$ cat config.mk
export PLATFORM = sky130hd
export DESIGN_NAME = loopback_pattern_crc_counter
export DESIGN_NICKNAME = d
export VERILOG_FILES = /design/src/lb_pkg.sv /design/src/lb_crc32_byte.sv /design/src/loopback_pattern_crc_counter.sv
export VERILOG_INCLUDE_DIRS = /design/src
export SDC_FILE = /design/constraint.sdc
export NUM_CORES = 1
export LEC_CHECK = 0
export BUFFER_PORTS_ARGS = -buffer_cell sky130_fd_sc_hd__buf_2
export CAP_MARGIN = 25
export CORE_MARGIN = 2
export CORE_UTILIZATION = 35
export CTS_CLUSTER_SIZE = 12
export DETAILED_ROUTE_END_ITERATION = 8
export PLACE_DENSITY = 0.57
export SYNTH_ARGS = -nofsm -noshare
export SYNTH_HDL_FRONTEND = slang
export SYNTH_HIERARCHICAL = 1
export SYNTH_SLANG_ARGS = --single-unit
$ cat constraint.sdc
create_clock -name pclk -period 8.25 [get_ports pclk]
set_input_delay 0.4125 -clock pclk [delete_from_list [all_inputs] [get_ports pclk]]
set_output_delay 0.4125 -clock pclk [all_outputs]
set_load 0.02 [all_outputs]
$ cat src/lb_defs.svh
/*
 * Offsets, field positions, reset values and frame figures of the
 * maintenance loopback pattern generator and its CRC error counter.
 * Assumes it is included by bare name, once per compilation unit.
 */
// Summary of operation
// - 8-bit pattern selector, read/write, acts only when configured as center side.
// - Zero: 64-byte unicast 55AA; bit 0: 1518-byte unicast 55AA.
// - Bit 2: 1518-byte broadcast frames, payload word 55AA.
// - Bit 3: 64-byte unicast 0F0F; bit 4: 1518-byte unicast 0F0F.
// - Bit 5: 64-byte broadcast 0F0F; bit 6: 1518-byte broadcast 0F0F.
// - Bit 7: 1518-byte broadcast FF00; other selector values are unsupported.
// - Destination is address bytes one to five, then last address byte plus one.
// - Last destination byte increases by one for each further frame of a run.
// - Source is the six configured address bytes, unchanged.
// - Type/length field of every frame is 0800.
// - Center side counts returned frames with bad check sequence.
// - Counter value equals number of errored frames received, holding at FF.
// - Writing zero to packet-count register clears the error counter.
// - Frames per run come from packet-count register, 1 to 255, default 7.
`ifndef LB_DEFS_SVH
`define LB_DEFS_SVH

// ----------------------------------------------------------------
// Register indices (byte address is four times the index)
// ----------------------------------------------------------------
`define LB_IDX_PKT_COUNT 8'h44
`define LB_IDX_PATTERN 8'h45
`define LB_IDX_CRC_ERR 8'h46
`define LB_IDX_ADDR_FIRST 8'h52
`define LB_IDX_ADDR_LAST 8'h57
`define LB_IDX_CTRL 8'h60
`define LB_IDX_INT_STS 8'h61
`define LB_IDX_INT_MASK 8'h62

// ----------------------------------------------------------------
// Field positions and reset values
// ----------------------------------------------------------------
`define LB_CTRL_CENTER 0
`define LB_CTRL_START 1
`define LB_INT_DONE 0
`define LB_INT_CRC 1
`define LB_RST_PKT_COUNT 8'h07
`define LB_RST_PATTERN 8'h00
`define LB_RST_ADDR_BYTE 8'h00

// ----------------------------------------------------------------
// Frame figures
// ----------------------------------------------------------------
`define LB_LAST_IDX_SHORT 11'd63
`define LB_LAST_IDX_LONG 11'd1517
`define LB_WORD_A 16'h55aa
`define LB_WORD_B 16'h0f0f
`define LB_WORD_C 16'hff00
`define LB_TYPE_HI 8'h08
`define LB_TYPE_LO 8'h00
`define LB_CRC_INIT 32'hffff_ffff
`define LB_CRC_POLY 32'hedb8_8320

`endif

$ cat src/lb_pkg.sv
/*
 * Types shared by the loopback pattern generator.
 * Assumes nothing beyond a SystemVerilog compiler.
 */
package lb_pkg;

	// ----------------------------------------------------------------
	// Generator states
	// ----------------------------------------------------------------
	typedef enum logic {GEN_IDLE, GEN_SEND} gen_state_e;

	// ----------------------------------------------------------------
	// Decoded frame shape
	// ----------------------------------------------------------------
	typedef struct packed {
		logic long_frame;
		logic bcast;
		logic [15:0] word;
	} frame_cfg_s;

	// ----------------------------------------------------------------
	// Whole block state
	// ----------------------------------------------------------------
	typedef struct packed {
		gen_state_e st;
		logic center;
		logic [7:0] pkt_count;
		logic [7:0] pattern;
		logic [7:0] crc_err;
		logic [5:0][7:0] mac;
		logic [1:0] int_sts;
		logic [1:0] int_mask;
		frame_cfg_s cfg;
		logic [10:0] idx;
		logic [7:0] sent;
		logic [7:0] da_last;
		logic [31:0] crc;
		logic [7:0] tx_data;
		logic [7:0] prdata;
	} core_s;

endpackage

$ cat src/lb_crc32_byte.sv
/*
 * One byte step of the Ethernet frame check sequence, reflected form.
 * Assumes the caller holds the running value and inverts it at the end.
 */
`timescale 1ns/1ps
`include "lb_defs.svh"

module lb_crc32_byte (
	input wire logic [31:0] crc_in,
	input wire logic [7:0] data,
	output logic [31:0] crc_out
);

	// Bitwise shift, least significant bit first as on the wire
	always_comb begin
		logic [31:0] c;
		c = crc_in;
		for (int b = 0; b < 8; b++) begin
			if (c[0] ^ data[b]) begin
				c = (c >> 1) ^ `LB_CRC_POLY;
			end else begin
				c = c >> 1;
			end
		end
		crc_out = c;
	end

endmodule // lb_crc32_byte

$ cat src/loopback_pattern_crc_counter.sv
/*
 * Center-side maintenance loopback test: frame generator with
 * selectable pattern, APB register file and CRC error counter.
 * Assumes a byte stream sink with valid/ready on pclk, and a receive
 * path on pclk that pulses rx_done with rx_crc_bad per returned frame.
 */
// Design decision made here: register access over APB.
`timescale 1ns/1ps
`include "lb_defs.svh"

module loopback_pattern_crc_counter (
	input wire logic pclk,
	input wire logic presetn,
	input wire logic psel,
	input wire logic penable,
	input wire logic pwrite,
	input wire logic [11:0] paddr,
	input wire logic [31:0] pwdata,
	output logic [31:0] prdata,
	output logic pready,
	output logic pslverr,
	output logic [7:0] tx_data,
	output logic tx_valid,
	output logic tx_last,
	input wire logic tx_ready,
	input wire logic rx_done,
	input wire logic rx_crc_bad,
	output logic irq
);

	lb_pkg::core_s q;
	lb_pkg::core_s n;
	logic [7:0] reg_idx;
	logic mapped;
	logic apb_wr;
	logic apb_rd_setup;
	logic fire;
	logic cnt_clear;
	logic crc_evt;
	logic [31:0] crc_upd;
	logic [10:0] last_idx;

	// ----------------------------------------------------------------
	// Helper functions
	// ----------------------------------------------------------------

	// One-hot selector to frame shape; unsupported codes fall to the zero shape
	function automatic lb_pkg::frame_cfg_s pattern_decode(input logic [7:0] sel);
		lb_pkg::frame_cfg_s c;
		c = '{long_frame: 1'b0, bcast: 1'b0, word: `LB_WORD_A};
		case (sel)
			8'h01: c = '{long_frame: 1'b1, bcast: 1'b0, word: `LB_WORD_A};
			8'h04: c = '{long_frame: 1'b1, bcast: 1'b1, word: `LB_WORD_A};
			8'h08: c = '{long_frame: 1'b0, bcast: 1'b0, word: `LB_WORD_B};
			8'h10: c = '{long_frame: 1'b1, bcast: 1'b0, word: `LB_WORD_B};
			8'h20: c = '{long_frame: 1'b0, bcast: 1'b1, word: `LB_WORD_B};
			8'h40: c = '{long_frame: 1'b1, bcast: 1'b1, word: `LB_WORD_B};
			8'h80: c = '{long_frame: 1'b1, bcast: 1'b1, word: `LB_WORD_C};
			default: c = '{long_frame: 1'b0, bcast: 1'b0, word: `LB_WORD_A};
		endcase
		return c;
	endfunction

	function automatic logic [10:0] frame_last(input lb_pkg::frame_cfg_s c);
		return c.long_frame ? `LB_LAST_IDX_LONG : `LB_LAST_IDX_SHORT;
	endfunction

	// Byte at a given frame position; crc is the running value so far
	function automatic logic [7:0] frame_byte(input logic [10:0] i,
		input lb_pkg::frame_cfg_s c, input logic [7:0] da_last,
		input logic [5:0][7:0] mac, input logic [31:0] crc);
		logic [10:0] fcs_at;
		logic [10:0] off;
		logic [31:0] fcs;
		fcs_at = 11'(frame_last(c) - 11'd3);
		off = 11'(i - 11'd6);
		fcs = ~crc;
		if (i < 11'd6) begin
			if (c.bcast) begin
				return 8'hff;
			end
			return (i == 11'd5) ? da_last : mac[i[2:0]];
		end else if (i < 11'd12) begin
			return mac[off[2:0]];
		end else if (i == 11'd12) begin
			return `LB_TYPE_HI;
		end else if (i == 11'd13) begin
			return `LB_TYPE_LO;
		end else if (i < fcs_at) begin
			// Payload offset parity equals index parity
			return i[0] ? c.word[7:0] : c.word[15:8];
		end
		off = 11'(i - fcs_at);
		return fcs[8*off[1:0] +: 8];
	endfunction

	// ----------------------------------------------------------------
	// Bus decode and stream handshake
	// ----------------------------------------------------------------

	// Slave never waits; unmapped or unaligned words answer with an error
	assign reg_idx = paddr[9:2];
	assign mapped = (paddr[1:0] == 2'b00) && (paddr[11:10] == 2'b00) &&
		((reg_idx >= `LB_IDX_PKT_COUNT && reg_idx <= `LB_IDX_CRC_ERR) ||
		(reg_idx >= `LB_IDX_ADDR_FIRST && reg_idx <= `LB_IDX_ADDR_LAST) ||
		(reg_idx >= `LB_IDX_CTRL && reg_idx <= `LB_IDX_INT_MASK));
	assign pready = 1'b1;
	assign pslverr = psel && penable && !mapped;
	assign apb_wr = psel && penable && pwrite && mapped;
	assign apb_rd_setup = psel && !penable && !pwrite;
	assign prdata = {24'h00_0000, q.prdata};
	assign tx_valid = (q.st == lb_pkg::GEN_SEND);
	assign tx_data = q.tx_data;
	assign last_idx = frame_last(q.cfg);
	assign tx_last = tx_valid && (q.idx == last_idx);
	assign fire = tx_valid && tx_ready;
	assign irq = |(q.int_sts & q.int_mask);
	assign cnt_clear = apb_wr && (reg_idx == `LB_IDX_PKT_COUNT) && (pwdata[7:0] == 8'h00);
	assign crc_evt = rx_done && rx_crc_bad && q.center;

	// Running check value over the byte now on the stream
	lb_crc32_byte u_crc (
		.crc_in(q.crc),
		.data(q.tx_data),
		.crc_out(crc_upd)
	);

	// ----------------------------------------------------------------
	// Next-state logic
	// ----------------------------------------------------------------
	always_comb begin
		logic [31:0] crc_nx;
		logic [7:0] sent_nx;
		logic [1:0] int_set;
		logic [7:0] rd;
		logic [7:0] aoff;
		n = q;
		crc_nx = q.crc;
		sent_nx = 8'(q.sent + 8'd1);
		int_set = 2'b00;
		rd = 8'h00;
		aoff = 8'(reg_idx - `LB_IDX_ADDR_FIRST);

		// Read data latched in the setup cycle, so it is stable in access
		if (reg_idx == `LB_IDX_PKT_COUNT) rd = q.pkt_count;
		else if (reg_idx == `LB_IDX_PATTERN) rd = q.pattern;
		else if (reg_idx == `LB_IDX_CRC_ERR) rd = q.crc_err;
		else if (reg_idx >= `LB_IDX_ADDR_FIRST && reg_idx <= `LB_IDX_ADDR_LAST) rd = q.mac[aoff[2:0]];
		else if (reg_idx == `LB_IDX_CTRL) rd = {6'b00_0000, tx_valid, q.center};
		else if (reg_idx == `LB_IDX_INT_STS) rd = {6'b00_0000, q.int_sts};
		else if (reg_idx == `LB_IDX_INT_MASK) rd = {6'b00_0000, q.int_mask};
		if (apb_rd_setup) begin
			n.prdata = mapped ? rd : 8'h00;
		end

		// Plain configuration writes
		if (apb_wr) begin
			if (reg_idx == `LB_IDX_PKT_COUNT) n.pkt_count = pwdata[7:0];
			if (reg_idx == `LB_IDX_PATTERN) n.pattern = pwdata[7:0];
			if (reg_idx >= `LB_IDX_ADDR_FIRST && reg_idx <= `LB_IDX_ADDR_LAST) begin
				n.mac[aoff[2:0]] = pwdata[7:0];
			end
			if (reg_idx == `LB_IDX_CTRL) n.center = pwdata[`LB_CTRL_CENTER];
			if (reg_idx == `LB_IDX_INT_MASK) n.int_mask = pwdata[1:0];
		end

		// Generator; a start while busy is ignored so a run is never cut short
		case (q.st)
			lb_pkg::GEN_IDLE: begin
				if (apb_wr && reg_idx == `LB_IDX_CTRL && pwdata[`LB_CTRL_START] && q.center) begin
					if (q.pkt_count == 8'h00) begin
						int_set[`LB_INT_DONE] = 1'b1;
					end else begin
						n.cfg = pattern_decode(q.pattern);
						n.da_last = 8'(q.mac[5] + 8'd1);
						n.idx = 11'd0;
						n.sent = 8'h00;
						n.crc = `LB_CRC_INIT;
						n.tx_data = frame_byte(11'd0, n.cfg, n.da_last, q.mac, `LB_CRC_INIT);
						n.st = lb_pkg::GEN_SEND;
					end
				end
			end
			lb_pkg::GEN_SEND: begin
				if (fire) begin
					// check value frozen once the sequence bytes start
					if (q.idx < 11'(last_idx - 11'd3)) crc_nx = crc_upd;
					if (q.idx == last_idx) begin
						n.sent = sent_nx;
						if (sent_nx >= q.pkt_count) begin
							n.st = lb_pkg::GEN_IDLE;
							int_set[`LB_INT_DONE] = 1'b1;
						end else begin
							n.da_last = 8'(q.da_last + 8'd1);
							n.idx = 11'd0;
							n.crc = `LB_CRC_INIT;
							n.tx_data = frame_byte(11'd0, q.cfg, n.da_last, q.mac, `LB_CRC_INIT);
						end
					end else begin
						n.idx = 11'(q.idx + 11'd1);
						n.crc = crc_nx;
						n.tx_data = frame_byte(n.idx, q.cfg, q.da_last, q.mac, crc_nx);
					end
				end
			end
			default: n.st = lb_pkg::GEN_IDLE;
		endcase

		// saturating count, an arriving error beats the clear
		if (cnt_clear) begin
			n.crc_err = crc_evt ? 8'h01 : 8'h00;
		end else if (crc_evt && q.crc_err != 8'hff) begin
			n.crc_err = 8'(q.crc_err + 8'd1);
		end
		int_set[`LB_INT_CRC] = crc_evt;

		// Write-one-to-clear status; a new event wins over the clear
		if (apb_wr && reg_idx == `LB_IDX_INT_STS) begin
			n.int_sts = q.int_sts & ~pwdata[1:0];
		end
		n.int_sts = n.int_sts | int_set;
	end

	// ----------------------------------------------------------------
	// State register
	// ----------------------------------------------------------------
	always_ff @(posedge pclk or negedge presetn) begin
		if (!presetn) begin
			q <= '0;
			q.pkt_count <= `LB_RST_PKT_COUNT;
			q.pattern <= `LB_RST_PATTERN;
			q.mac <= {6{`LB_RST_ADDR_BYTE}};
			q.crc <= `LB_CRC_INIT;
			q.st <= lb_pkg::GEN_IDLE;
		end else begin
			q <= n;
		end
	end

	// Last frame of a run once this byte is taken
	function automatic logic sent_done();
		return 8'(q.sent + 8'd1) >= q.pkt_count;
	endfunction
endmodule // loopback_pattern_crc_counter

==> flow_metrics.py <==
metrics = {
    "place": {
        "pre_cts_slack_ns": 3.82,
        "place_inst": 1539,
        "place.gp.congestion": 0.886,
        "portBuffers": 47,
        "placed_area_mm2": 0.0118,
        "dpl.hpwl_mm": 21.7,
    },
    "final_layout": {
        "seq_area_mm2": 0.00410,
        "fillers": 3214,
        "syn_to_final_growth_pct": 8.27,
        "layout.nets": 1200,
        "drive_above_1_share": 0.241,
        "stdcell_area_mm2": 0.0124,
        "multi_input_area_mm2": 0.00673,
        "final_cells": 1571,
        "n_antenna_cell": 0,
    },
    "clock_network": {
        "cts_setup_buffers": 0,
        "cts_resized": 0,
        "cts_buffers": 17,
        "clock-sinks": 162,
        "cts_tree": "yes",
        "path_clk_slew_ns": 0.07,
        "htreeDepth": 4,
        "cts-root-buf": "clkbuf_16",
        "insertion_delay_ns": 0.44,
        "clock_path_buffers": 2,
        "cts_hold_buf": 0,
    },
    "run_status": {
        "status": "complete, no violations",
    },
    "grt": {
        "antenna_found_initial": 0,
        "grt_usage": 0.185,
        "grt_pass1_vias": 8388,
        "grt_start_max_net_pins": 98,
        "grt_overflow": 0,
        "grt_first_pass_wirelength_mm": 48.5,
    },
    "floorplanning": {
        "coreArea_mm2": 0.0323,
        "initial_core_util": 0.353,
        "rows": 66,
        "die_x_um": 185,
        "ios": 97,
        "die_h_um": 185,
        "die-area_mm2": 0.0341,
    },
    "setup_path": {
        "worstSetupEndpointType": "flop",
        "crit_path_start_kind": "flop",
        "cp_slowest_cell": "nor2_1",
        "crit_type": "reg2reg",
        "critPathMaxStageDelay_ns": 0.57,
        "path_cells": "buf_4 -> ha_1 -> nor2b_1 -> nor2_1 -> inv_1 -> ha_1 -> nor2b_1 -> o21ai_0 -> o21a_1 -> o311ai_0 -> o221a_1 -> nor2_4 -> a32oi_1 -> a31oi_1",
        "arrival_ns": 4.76,
        "required_ns": 8.55,
        "cp_max_fo": 40,
    },
    "sta": {
        "slew_violations": 0,
        "skew_ns": 0.0105,
        "rsz0062_at_grt": "false",
        "finalCriticalPeriod_ns": 4.45,
        "setup_viol": 0,
        "relSlewSlack": 0.378,
        "final-hold-violation-count": 0,
        "setup_ws_ns": 3.80,
        "timing.fmax_mhz": 225,
        "finalCritPeriodShare": 0.540,
        "tightest_slew_ns": 0.933,
        "fin_tns_setup_ns": 0,
    },
    "power_and_ir_drop": {
        "power.total_w": 0.00432,
        "leakagePower_nw": 5.33,
        "max-vdd-ir-drop_uv": 251,
        "power_density_mw_per_mm2": 350,
    },
    "drt": {
        "vias": 8657,
        "via_per_inst": 5.51,
        "ant_nets": 0,
        "drt-pass1-iter-count": 5,
        "wl_per_cell_um": 19.3,
        "drtIter0Drc": 731,
        "remaining_drc_errors": 0,
        "wl_mm": 30.3,
    },
    "yosys": {
        "synthArstFlopShare": 1.00,
        "syn-cell-area_mm2": 0.0114,
        "synth_flop_cell": "dfrtp_1",
        "synthDistinctLibCells": 79,
        "synth_edf_count": 0,
        "syn_avg_cell_area_um2": 10.1,
        "synth-seq-cells": 162,
        "ys_seq_area_frac": 0.359,
        "synth_warnings": 6,
        "synth_cells": 1125,
    },
    "min_path": {
        "hold_class": "in2async",
    },
    "flow_run": {
        "cap_violations": 0,
    },
}
==> cells in the mapped netlist, types with 6 or more instances <==
master | instances | area, um2
ha_1 | 31 | 388
a21oi_1 | 28 | 140
buf_4 | 41 | 308
nor3_1 | 23 | 115
nor2_1 | 48 | 180
xor2_1 | 29 | 254
nor4_1 | 8 | 50.1
and2_1 | 8 | 50.1
a32oi_1 | 7 | 61.3
nand4_1 | 9 | 56.3
o21ai_0 | 82 | 410
nand2b_1 | 7 | 43.8
o22a_1 | 32 | 280
o211ai_1 | 9 | 67.6
buf_2 | 15 | 75.1
dfrtp_1 | 127 | 3180
nand2_1 | 118 | 443
o311ai_0 | 8 | 70.1
mux4_2 | 37 | 833
dfstp_2 | 35 | 920
mux2i_1 | 18 | 180
nand3_1 | 29 | 145
a32o_1 | 7 | 70.1
o31ai_1 | 13 | 97.6
inv_1 | 22 | 82.6
a21o_1 | 6 | 45.0
buf_1 | 7 | 26.3
a22oi_1 | 13 | 97.6
xnor2_1 | 56 | 490
clkbuf_1 | 42 | 158
mux2_2 | 84 | 946
and3_1 | 16 | 100
a31oi_1 | 12 | 75.1
==> per-layer routing <==
| layer | track usage | wire length, um | vias to the layer above |
|---|---|---|---|
| li1 | - | - | 4057 |
| met1 | 0.256 | 14100 | 4315 |
| met2 | 0.297 | 14100 | 246 |
| met3 | 0.0267 | 1240 | 39 |
| met4 | 0.0621 | 749 | 0 |
| met5 | 0 | 0 | - |
==> cell families (layout without fill, tap and decap cells) <==
family                   count (synthesis)  after routing  synth area share
other                                    2             25          0.000658
adder cells (fa/ha/maj)                 31             31            0.0340
AO/OA/AOI/OAI                          257            257             0.154
flip-flops                             162            162             0.359
multiplexers                           141            141             0.174
AND/OR/NAND/NOR                        300            300             0.128
XOR/XNOR                               100            100            0.0905
buffers and inverters                  132            113            0.0599
==> state kept, by name, summed over array words and instances (netlist names) <==
name and count:
prdata 8, q 145, tx_data 8, tx_valid 1
==> report_power, final <==
group	switching, W	internal [W]
clock	0.000352	0.000420
combinational	0.00127	0.00119
sequential	0.000120	0.000974
==> critical path, delay by kind of cell, from the launching register on <==
family                   cells  cell delay [ns]
AO/OA/AOI/OAI                6             1.45
adder cells (fa/ha/maj)      2             0.74
buffers and inverters        2             0.89
flip-flops                   1             0.32
AND/OR/NAND/NOR              4             0.87
==> final timing paths <==
| check | startpoint | end | slack, ns | cells past startpoint |
|---|---|---|---|---|
| min | presetn | q[65] | 0.12 | 1 |
| max in group asynchronous | presetn | q[139] | 6.67 | 2 |
| min reg2reg | q[85] | q[85] | 0.47 | 1 |
| max | q[64] | tx_data[1] | 3.80 | 14 |
| max reg2reg | q[64] | tx_data[1] | 3.80 | 14 |
| min in group pclk | paddr[10] | prdata[0] | 0.29 | 4 |
==> cell usage in the layout, fill, tap and decap left out, types with 5 or more instances in the layout <==
cell type and n:
mux2i_1 18, nor4_1 8, xor2_1 29, a21o_1 6
a21oi_1 28, xnor2_1 56, nand2b_1 7, a32oi_1 7
dfstp_2 35, conb_1 25, mux4_2 37, dfrtp_1 127
buf_4 10, ha_1 31, clkbuf_16 17, nand3_1 29
inv_1 22, xor2_2 5, o22ai_1 5, a32o_1 7
and2_1 8, o31ai_1 13, a211oi_1 5, buf_2 46
nand2_1 118, nor3_1 23, and3_1 16, o22a_1 32
nand4_1 9, xnor2_2 5, a22oi_1 13, mux2_2 84
nor2_1 47, o311ai_0 8, o21ai_0 82, a31oi_1 12
o211ai_1 9
==> metrics by stage <==
| stage | hold slack (ns) | util |
|---|---|---|
| 2_1_floorplan | 0.117 | - |
| 6_report | 0.122 | 0.383 |
| 3_5_place_dp | 0.460 | 0.365 |
| 3_3_place_gp | 0.446 | 0.365 |
| 5_1_grt | 0.180 | 0.383 |
| 4_1_cts | 0.140 | 0.382 |
==> cell type report <==
| cell class | count | area share |
|---|---|---|
| clock buffers | 18 | 0.0347 |
| clock inverters | 13 | 0.0103 |
| inverters | 25 | 0.00760 |
| multi-input cells | 854 | 0.545 |
| flip-flops and latches | 162 | 0.332 |
| well taps | 442 | 0.0448 |
| repair buffers | 57 | 0.0256 |
Note: power is estimated with default switching activity, not from simulation.
